[config.mk]
export PLATFORM = sky130hd
export DESIGN_NAME = dpd_top
export DESIGN_NICKNAME = d
export VERILOG_FILES = /design/src/design/dpd_pkg.sv /design/src/design/dpd_sd_chan.sv /design/src/design/dpd_top.sv
export SDC_FILE = /design/constraint.sdc
export NUM_CORES = 1
export LEC_CHECK = 0
export BUFFER_PORTS_ARGS = -buffer_cell sky130_fd_sc_hd__buf_4
export CORE_UTILIZATION = 45
export DETAILED_ROUTE_END_ITERATION = 10
export GPL_ROUTABILITY_DRIVEN = 0
export MAX_ROUTING_LAYER = met4
export PLACE_DENSITY = 0.61
export SETUP_SLACK_MARGIN = 0.3
export SYNTH_ARGS = -nofsm -noshare
export SYNTH_HDL_FRONTEND = slang
export SYNTH_HIERARCHICAL = 1
export SYNTH_SLANG_ARGS = --single-unit
[constraint.sdc]
create_clock -name clk -period 4.3 [get_ports clk]
set_input_delay 0.645 -clock clk [delete_from_list [all_inputs] [get_ports clk]]
set_output_delay 0.645 -clock clk [all_outputs]
set_load 0.01 [all_outputs]
[src/design/dpd_pkg.sv]
package dpd_pkg;

   // ----------------------------------------------------------------
   // register offsets
   // ----------------------------------------------------------------
   localparam logic [2:0] ADDR_CTRL = 3'h0;
   localparam logic [2:0] ADDR_CH0_LO = 3'h1;
   localparam logic [2:0] ADDR_CH0_HI = 3'h2;
   localparam logic [2:0] ADDR_CH1_LO = 3'h3;
   localparam logic [2:0] ADDR_CH1_HI = 3'h4;
   localparam logic [2:0] ADDR_STATUS = 3'h5;
   localparam logic [2:0] ADDR_COUNT = 3'h6;

   // ----------------------------------------------------------------
   // control fields and reset values
   // ----------------------------------------------------------------
   localparam int CTRL_MODE_LSB = 0;
   localparam int CTRL_DIV_LSB = 3;
   localparam logic [7:0] CTRL_RESET = 8'h07;
   localparam logic [7:0] DATA_RESET = 8'h00;

   // ----------------------------------------------------------------
   // divider terminal counts (divide by 1, 4, 16, 64)
   // ----------------------------------------------------------------
   localparam logic [5:0] DIV1_LAST = 6'h00;
   localparam logic [5:0] DIV4_LAST = 6'h03;
   localparam logic [5:0] DIV16_LAST = 6'h0F;
   localparam logic [5:0] DIV64_LAST = 6'h3F;
   localparam logic [7:0] BYTE_LAST = 8'hFF;
   localparam logic [15:0] WORD_LAST = 16'hFFFF;

   typedef enum logic [2:0] {
      MODE_OFF,
      MODE_SINGLE16,
      MODE_DUAL8,
      MODE_DUAL16,
      MODE_SD_NRZ,
      MODE_INDEP8,
      MODE_SD_RZ,
      MODE_DISABLED
   } dpd_mode_t;

   typedef struct packed {
      logic [2:0] spare;
      logic [1:0] div;
      dpd_mode_t mode;
   } dpd_ctrl_t;

   typedef struct packed {
      logic [7:0] hi;
      logic [7:0] lo;
   } dpd_word_t;

endpackage

[src/design/dpd_sd_chan.sv]
`timescale 1ns/1ps
`default_nettype none
module dpd_sd_chan
   import dpd_pkg::*;
(
   // clock and reset
   input wire logic clk,
   input wire logic rst_n,
   // control
   input wire logic tick,
   input wire logic clear,
   input wire dpd_word_t value,
   // bitstream
   output logic bit_out
);

   logic [15:0] acc_r;
   logic [15:0] acc_nxt;
   logic bit_r;
   logic bit_nxt;
   logic [16:0] sum;

   // first-order accumulator: carry density is value/65536
   always_comb begin
      sum = {1'b0, acc_r} + {1'b0, value};
      acc_nxt = acc_r;
      bit_nxt = bit_r;
      if (clear) begin
         acc_nxt = 16'h0000;
         bit_nxt = 1'b0;
      end else if (tick) begin
         acc_nxt = sum[15:0];
         bit_nxt = sum[16];
      end
   end

   always_ff @(posedge clk or negedge rst_n) begin
      if (!rst_n) begin
         acc_r <= 16'h0000;
         bit_r <= 1'b0;
      end else begin
         acc_r <= acc_nxt;
         bit_r <= bit_nxt;
      end
   end

   assign bit_out = bit_r;

endmodule
`default_nettype wire

[src/design/dpd_top.sv]
// Summary of operation
// six modulator modes exist, two of them 16-bit sigma-delta outputs.
// the control register picks mode and clock divider; data registers set duty.
// any control write restarts the modulator counter.
// in 16-bit modes a low-byte write only fills a hidden holding byte.
// a high-byte write updates the word, which takes effect at the next cycle.
// software writes control first, then low byte before high byte.
// mode 5 gives two independent 8-bit pulse outputs.
// mode 6 is return-to-zero sigma-delta, mode 4 the same in non-return-to-zero.
// software should use divider 4 with the return-to-zero mode.
// each return-to-zero one is half a tick high, pattern repeats every 65536 ticks.
// software may trade resolution for speed by padding low bits with 0...01.
// in mode 5 channel 1 bytes set the periods and channel 0 bytes the duties.
// both outputs share one clock source and one divider.
// mode 7 releases both pins to ordinary port use.
// mode lives in control bits 2:0 and divider select in bits 4:3.
// the counter steps once per divided clock; a cycle ends when it wraps.
`timescale 1ns/1ps
`default_nettype none
module dpd_top
   import dpd_pkg::*;
(
   // clock and reset
   input wire logic clk,
   input wire logic rst_n,
   // register port
   input wire logic [2:0] reg_addr,
   input wire logic [7:0] reg_wdata,
   input wire logic reg_wr,
   input wire logic reg_rd,
   output logic [7:0] reg_rdata,
   // modulator pins
   output logic out_a,
   output logic out_a_oe,
   output logic out_b,
   output logic out_b_oe
);

   // ----------------------------------------------------------------
   // declarations
   // ----------------------------------------------------------------
   dpd_ctrl_t ctrl_r;
   dpd_ctrl_t ctrl_nxt;
   dpd_word_t vis0_r;
   dpd_word_t vis0_nxt;
   dpd_word_t vis1_r;
   dpd_word_t vis1_nxt;
   logic [7:0] hold0_r;
   logic [7:0] hold0_nxt;
   logic [7:0] hold1_r;
   logic [7:0] hold1_nxt;
   logic [7:0] rdata_r;
   logic [7:0] rdata_nxt;
   dpd_word_t act0_r;
   dpd_word_t act0_nxt;
   dpd_word_t act1_r;
   dpd_word_t act1_nxt;
   logic [5:0] presc_r;
   logic [5:0] presc_nxt;
   logic [15:0] cnt_a_r;
   logic [15:0] cnt_a_nxt;
   logic [7:0] cnt_b_r;
   logic [7:0] cnt_b_nxt;
   logic out_a_r;
   logic out_a_nxt;
   logic out_b_r;
   logic out_b_nxt;
   logic oe_r;
   logic oe_nxt;
   logic wr_ctrl;
   logic is16;
   logic tick;
   logic half_hi;
   logic end_a;
   logic end_b;
   logic load_a;
   logic load_b;
   logic [5:0] div_last;
   logic sd_a;
   logic sd_b;

   assign wr_ctrl = reg_wr && (reg_addr == ADDR_CTRL);

   // mode decode: which modes carry 16-bit words
   always_comb begin
      unique case (ctrl_r.mode)
         MODE_SINGLE16, MODE_DUAL16, MODE_SD_NRZ, MODE_SD_RZ: is16 = 1'b1;
         default: is16 = 1'b0;
      endcase
   end

   // ----------------------------------------------------------------
   // register file
   // ----------------------------------------------------------------
   always_comb begin
      ctrl_nxt = ctrl_r;
      vis0_nxt = vis0_r;
      vis1_nxt = vis1_r;
      hold0_nxt = hold0_r;
      hold1_nxt = hold1_r;
      rdata_nxt = 8'h00;
      if (reg_wr) begin
         unique case (reg_addr)
            ADDR_CTRL: ctrl_nxt = dpd_ctrl_t'(reg_wdata);
            ADDR_CH0_LO: begin
               if (is16) begin
                  hold0_nxt = reg_wdata;
               end else begin
                  vis0_nxt.lo = reg_wdata;
               end
            end
            ADDR_CH0_HI: begin
               vis0_nxt.hi = reg_wdata;
               if (is16) begin
                  vis0_nxt.lo = hold0_r;
               end
            end
            ADDR_CH1_LO: begin
               if (is16) begin
                  hold1_nxt = reg_wdata;
               end else begin
                  vis1_nxt.lo = reg_wdata;
               end
            end
            ADDR_CH1_HI: begin
               vis1_nxt.hi = reg_wdata;
               if (is16) begin
                  vis1_nxt.lo = hold1_r;
               end
            end
            default: ;
         endcase
      end
      if (reg_rd) begin
         unique case (reg_addr)
            ADDR_CTRL: rdata_nxt = 8'(ctrl_r);
            ADDR_CH0_LO: rdata_nxt = vis0_r.lo;
            ADDR_CH0_HI: rdata_nxt = vis0_r.hi;
            ADDR_CH1_LO: rdata_nxt = vis1_r.lo;
            ADDR_CH1_HI: rdata_nxt = vis1_r.hi;
            ADDR_STATUS: rdata_nxt = {5'h00, oe_r, out_b_r, out_a_r};
            ADDR_COUNT: rdata_nxt = cnt_a_r[7:0];
            default: rdata_nxt = 8'h00;
         endcase
      end
   end

   always_ff @(posedge clk or negedge rst_n) begin
      if (!rst_n) begin
         ctrl_r <= dpd_ctrl_t'(CTRL_RESET);
         vis0_r <= {DATA_RESET, DATA_RESET};
         vis1_r <= {DATA_RESET, DATA_RESET};
         hold0_r <= DATA_RESET;
         hold1_r <= DATA_RESET;
         rdata_r <= 8'h00;
      end else begin
         ctrl_r <= ctrl_nxt;
         vis0_r <= vis0_nxt;
         vis1_r <= vis1_nxt;
         hold0_r <= hold0_nxt;
         hold1_r <= hold1_nxt;
         rdata_r <= rdata_nxt;
      end
   end

   // ----------------------------------------------------------------
   // shared divider and counters
   // ----------------------------------------------------------------
   always_comb begin
      unique case (ctrl_r.div)
         2'h0: div_last = DIV1_LAST;
         2'h1: div_last = DIV4_LAST;
         2'h2: div_last = DIV16_LAST;
         default: div_last = DIV64_LAST;
      endcase
   end

   // one divider for both outputs
   assign tick = (presc_r == div_last);
   // with divide-by-1 there is no half tick, so return-to-zero degrades to full ones
   assign half_hi = (presc_r <= (div_last >> 1));

   always_comb begin
      unique case (ctrl_r.mode)
         MODE_SINGLE16: end_a = (cnt_a_r == act0_r);
         MODE_DUAL8: end_a = (cnt_a_r[7:0] == BYTE_LAST);
         MODE_INDEP8: end_a = (cnt_a_r[7:0] == act1_r.lo);
         default: end_a = (cnt_a_r == WORD_LAST);
      endcase
   end
   assign end_b = (cnt_b_r == act1_r.hi);

   // cycle boundaries; a control write also reloads so the new mode starts clean
   assign load_a = wr_ctrl || (tick && end_a);
   assign load_b = wr_ctrl || (tick && end_b);

   always_comb begin
      presc_nxt = presc_r;
      cnt_a_nxt = cnt_a_r;
      cnt_b_nxt = cnt_b_r;
      if (wr_ctrl) begin
         presc_nxt = 6'h00;
         cnt_a_nxt = 16'h0000;
         cnt_b_nxt = 8'h00;
      end else if (tick) begin
         presc_nxt = 6'h00;
         cnt_a_nxt = end_a ? 16'h0000 : cnt_a_r + 16'h0001;
         cnt_b_nxt = end_b ? 8'h00 : cnt_b_r + 8'h01;
      end else begin
         presc_nxt = presc_r + 6'h01;
      end
   end

   // active words change only at a cycle boundary
   always_comb begin
      act0_nxt = act0_r;
      act1_nxt = act1_r;
      if (load_a) begin
         act0_nxt.lo = vis0_r.lo;
         act1_nxt.lo = vis1_r.lo;
         if (ctrl_r.mode != MODE_INDEP8) begin
            act0_nxt.hi = vis0_r.hi;
            act1_nxt.hi = vis1_r.hi;
         end
      end
      if (load_b && ctrl_r.mode == MODE_INDEP8) begin
         act0_nxt.hi = vis0_r.hi;
         act1_nxt.hi = vis1_r.hi;
      end
   end

   always_ff @(posedge clk or negedge rst_n) begin
      if (!rst_n) begin
         presc_r <= 6'h00;
         cnt_a_r <= 16'h0000;
         cnt_b_r <= 8'h00;
         act0_r <= {DATA_RESET, DATA_RESET};
         act1_r <= {DATA_RESET, DATA_RESET};
      end else begin
         presc_r <= presc_nxt;
         cnt_a_r <= cnt_a_nxt;
         cnt_b_r <= cnt_b_nxt;
         act0_r <= act0_nxt;
         act1_r <= act1_nxt;
      end
   end

   // ----------------------------------------------------------------
   // sigma-delta channels
   // ----------------------------------------------------------------
   dpd_sd_chan u_sd_a (
      .clk(clk),
      .rst_n(rst_n),
      .tick(tick),
      .clear(wr_ctrl),
      .value(act0_r),
      .bit_out(sd_a)
   );

   dpd_sd_chan u_sd_b (
      .clk(clk),
      .rst_n(rst_n),
      .tick(tick),
      .clear(wr_ctrl),
      .value(act1_r),
      .bit_out(sd_b)
   );

   // ----------------------------------------------------------------
   // output shaping
   // ----------------------------------------------------------------
   always_comb begin
      out_a_nxt = 1'b0;
      out_b_nxt = 1'b0;
      oe_nxt = (ctrl_r.mode != MODE_DISABLED);
      unique case (ctrl_r.mode)
         MODE_OFF: ;
         MODE_SINGLE16: out_a_nxt = (cnt_a_r < act1_r);
         MODE_DUAL8: begin
            out_a_nxt = (cnt_a_r[7:0] < act0_r.lo);
            out_b_nxt = (cnt_a_r[7:0] < act1_r.lo);
         end
         MODE_DUAL16: begin
            out_a_nxt = (cnt_a_r < act0_r);
            out_b_nxt = (cnt_a_r < act1_r);
         end
         MODE_SD_NRZ: begin
            out_a_nxt = sd_a;
            out_b_nxt = sd_b;
         end
         MODE_INDEP8: begin
            out_a_nxt = (cnt_a_r[7:0] < act0_r.lo);
            out_b_nxt = (cnt_b_r < act0_r.hi);
         end
         MODE_SD_RZ: begin
            out_a_nxt = sd_a && half_hi;
            out_b_nxt = sd_b && half_hi;
         end
         MODE_DISABLED: ;
      endcase
   end

   always_ff @(posedge clk or negedge rst_n) begin
      if (!rst_n) begin
         out_a_r <= 1'b0;
         out_b_r <= 1'b0;
         oe_r <= 1'b0;
      end else begin
         out_a_r <= out_a_nxt;
         out_b_r <= out_b_nxt;
         oe_r <= oe_nxt;
      end
   end

   assign out_a = out_a_r;
   assign out_b = out_b_r;
   assign out_a_oe = oe_r;
   assign out_b_oe = oe_r;
   assign reg_rdata = rdata_r;
endmodule
`default_nettype wire

==> qor.yml <==
outcome:
  outcome: "finished, final reports clean"
sta:
  fmax_ghz: 0.3353
  finalHoldViolations: 0
  skew_ns: 0.01743
  setup_viol_count_final: 0
  timing.slew.headroom: 0.3617
  finalMaxSlewViolations: 0
  rsz0062_at_grt: "no"
  finalCriticalPeriod_ns: 2.982
  worst-slew-pin-transition_ns: 0.9533
  finalCritPeriodShare: 0.6935
  timing.setup.tns_ns: 0
synth:
  top_cell_type_by_total_area_after_synthesis: "sky130_fd_sc_hd__dfrtp_1"
  synth.ff_latch_count: 163
  mappedNetlistNets: 1097
  cell_types_with_the_largest_area_share_after_synthesis: "sky130_fd_sc_hd__dfrtp_1 (40%), sky130_fd_sc_hd__ha_1 (9.8%), sky130_fd_sc_hd__mux2_2 (6.5%)"
  ys_seq_area_frac: 0.4040
  fraction_of_registers_with_async_set_reset: 1.000
  synth_largest_type_area_fraction: 0.3962
  synth.cell_area_um2: 10100
  synth-warning-count: 6
  synth.lib_cells_used.distinct: 87
  synth_area_per_cell_um2: 10.09
  synth_cells: 1001
  synth-main-ff-cell: "sky130_fd_sc_hd__dfrtp_1"
  synth_edf_count: 0
route:
  initial_drt_markers: 524
  remaining_drc_errors: 0
  avgViaCountPerCell: 5.973
  ant_nets: 0
  vias: 7801
  totalWireLength_um: 26200
  wire_per_inst_um: 20.06
  drt_pre_antenna_iters: 5
layout:
  finalNonFillerCells: 1306
  syn_to_final_growth_pct: 10.10
  postLayoutCoreUtil: 0.5082
  num_antenna_cells: 0
  multiInputGateArea_um2: 5613
  layout.cell_area.non_filler_um2: 11130
  design.final.nets: 1109
  layout.filler_cells: 2045
  most_common_library_cell_in_the_layout_ignoring_fill_and_taps: "sky130_fd_sc_hd__dfrtp_1"
  share_of_post_route_cells_with_drive_strength_above_1: 0.1511
  flip_flop_and_latch_area_um2: 4083
  most-common-layout-cells: "sky130_fd_sc_hd__dfrtp_1 (160), sky130_fd_sc_hd__ha_1 (79), sky130_fd_sc_hd__nand2_1 (78)"
clock_network:
  tritoncts_clock_tree: "built"
  cts_post_setup_buffers_inserted: 0
  post_cts.resized_instances: 0
  clk_latency_ns: 0.44
  ctsLongestPathBuffers: 2
  tritoncts.num_buffers: 17
  clk_pin_slew_worst_paths_ns: 0.08
  number_of_clock_sinks: 163
  root_buffer: "sky130_fd_sc_hd__clkbuf_16"
  htree_levels: 4
  hold_buffer_count_at_cts: 0
grt:
  first_global_vias: 7520
  grt_pass1_wl_um: 41920
  grt_max_degree: 93
  global_route.usage.total: 0.2383
  grt_antenna_before_repair: 1
  grt-ovfl-total: 0
flow_run:
  maxCapViolations: 0
setup_path:
  worst_r2r_path_depth: 7
  setup.worst_path.class: "flop to flop"
  ff2ff_setup_slack_ns: 1.32
  endpoint_type_of_the_worst_setup_path: "flop"
  critical_path.reg2reg.startpoint: "cnt_a_r[4]$_DFFE_PN0P_"
  critical_path_required_ns: 4.61
  reg2reg_to: "act1_r[2]$_DFFE_PN0N_"
  worstPathMaxFanout: 17
  worst_setup_path_start_kind: "flop"
  critical_path_arrival_ns: 3.30
place:
  placement.cell_area_um2: 10500
  dp_cell_count: 1274
  dp_hpwl_um: 19180
  port-buffer-count: 26
die:
  floorplan.initialDensity: 0.4616
  die_h_um: 151.9
  chipWidth_um: 151.9
  fp.coreArea_um2: 21890
  dieArea_um2: 23060
  placement_rows: 54
  design.portCount: 27
power:
  max-vdd-ir-drop_mv: 0.2687
  power_density_nw_per_um2: 608.1
  leakage_uw: 0.005008
worst_hold_path:
  hold_class: "input port to asynchronous set/reset pin"
==> cells by family after synthesis <==
| logic type | synth area share |
|---|---|
| buffers and inverters | 0.04098 |
| adders and majority gates | 0.1018 |
| DFF | 0.4040 |
| muxes | 0.1174 |
| AOI/OAI and AO/OA | 0.1620 |
| xor gates and xnor gates | 0.02774 |
| and+or+nand+nor | 0.1461 |
==> where the power goes <==
part           switching, uW  total (uW)  leakage [uW]  internal (uW)
Combinational           1370        2510       0.00262           1140
Sequential               625        2670       0.00209           2040
Clock                    790        1590      0.000301            801
Total                   2780        6770       0.00501           3980
==> worst max path at each step <==
stage,startpoint,end
after global placement,reg_addr[1],act0_r[1]$_DFFE_PN0N_
final,cnt_a_r[4]$_DFFE_PN0P_,act1_r[2]$_DFFE_PN0N_
after CTS,cnt_a_r[4]$_DFFE_PN0P_,act0_r[6]$_DFFE_PN0N_
after global routing,cnt_a_r[5]$_DFFE_PN0P_,act1_r[2]$_DFFE_PN0N_
after detailed placement,reg_addr[1],act0_r[1]$_DFFE_PN0N_
after floorplan,cnt_a_r[0]$_DFFE_PN0P_,act0_r[10]$_DFFE_PN0P_
==> state kept, by name, indices dropped and copies added (netlist names), 6 cells and up <==
name,flops
vis1_r,16
hold0_r,8
reg_rdata,8
hold1_r,8
cnt_a_r,16
ctrl_r,8
cnt_b_r,8
u_sd_a/acc_r,16
act1_r,16
u_sd_b/acc_r,16
act0_r,16
presc_r,6
vis0_r,16
==> area by class of cell <==
class,instances,area share
flip-flops and latches,163,0.3670
clock inverters,15,0.01788
well taps,280,0.03149
multi-input cells,748,0.5045
clock buffers,17,0.03824
repair buffers,34,0.02440
inverters,49,0.01653
==> through the flow <==
step / setup WS, ns / hold WS [ns] / power (uW)
after floorplan: 1.704 / 0.3494 / 4393
after global placement: 1.383 / 0.4669 / 5127
after detailed placement: 1.359 / 0.4745 / 5166
after CTS: 1.330 / 0.3188 / 6780
after global routing: 1.121 / 0.3478 / 7233
final: 1.318 / 0.2689 / 6766
==> metal layers <==
metal / track usage / part of all wire
met1: 0.3271 / 0.47
met2: 0.3647 / 0.46
met3: 0.03023 / 0.043
met4: 0.07905 / 0.025
met5: - / 0
==> critical path: stages (launching register included) <==
cell	delay, ns
sky130_fd_sc_hd__dfrtp_1	0.55
sky130_fd_sc_hd__ha_1	0.36
sky130_fd_sc_hd__nand4_1	0.13
sky130_fd_sc_hd__nor4_1	0.37
sky130_fd_sc_hd__a22o_1	0.46
sky130_fd_sc_hd__nor2_4	0.13
sky130_fd_sc_hd__nor2_4	0.44
sky130_fd_sc_hd__mux2_2	0.39
==> synthesized netlist by cell type (6+ instances only) <==
cell type and number:
sky130_fd_sc_hd__dfrtp_1 160, sky130_fd_sc_hd__ha_1 79, sky130_fd_sc_hd__nand2_1 78, sky130_fd_sc_hd__nor2_1 69, sky130_fd_sc_hd__o21ai_0 60, sky130_fd_sc_hd__mux2_2 58, sky130_fd_sc_hd__a21oi_1 52, sky130_fd_sc_hd__inv_1 48
sky130_fd_sc_hd__mux2i_1 33, sky130_fd_sc_hd__nand3_1 27, sky130_fd_sc_hd__xnor2_1 23, sky130_fd_sc_hd__a21o_1 20, sky130_fd_sc_hd__nor3_1 18, sky130_fd_sc_hd__clkbuf_1 17, sky130_fd_sc_hd__nand4_1 16, sky130_fd_sc_hd__nor2b_1 14
sky130_fd_sc_hd__a211oi_1 12, sky130_fd_sc_hd__a22o_1 12, sky130_fd_sc_hd__and3_1 12, sky130_fd_sc_hd__mux2_1 10, sky130_fd_sc_hd__o31ai_1 9, sky130_fd_sc_hd__xor2_1 9, sky130_fd_sc_hd__a31oi_1 8, sky130_fd_sc_hd__and2_1 8
sky130_fd_sc_hd__buf_1 7, sky130_fd_sc_hd__buf_2 7, sky130_fd_sc_hd__buf_6 7, sky130_fd_sc_hd__nand2b_1 7, sky130_fd_sc_hd__o211ai_1 7, sky130_fd_sc_hd__or3_1 7, sky130_fd_sc_hd__a22oi_1 6
Note: power is estimated with default switching activity, not from simulation.
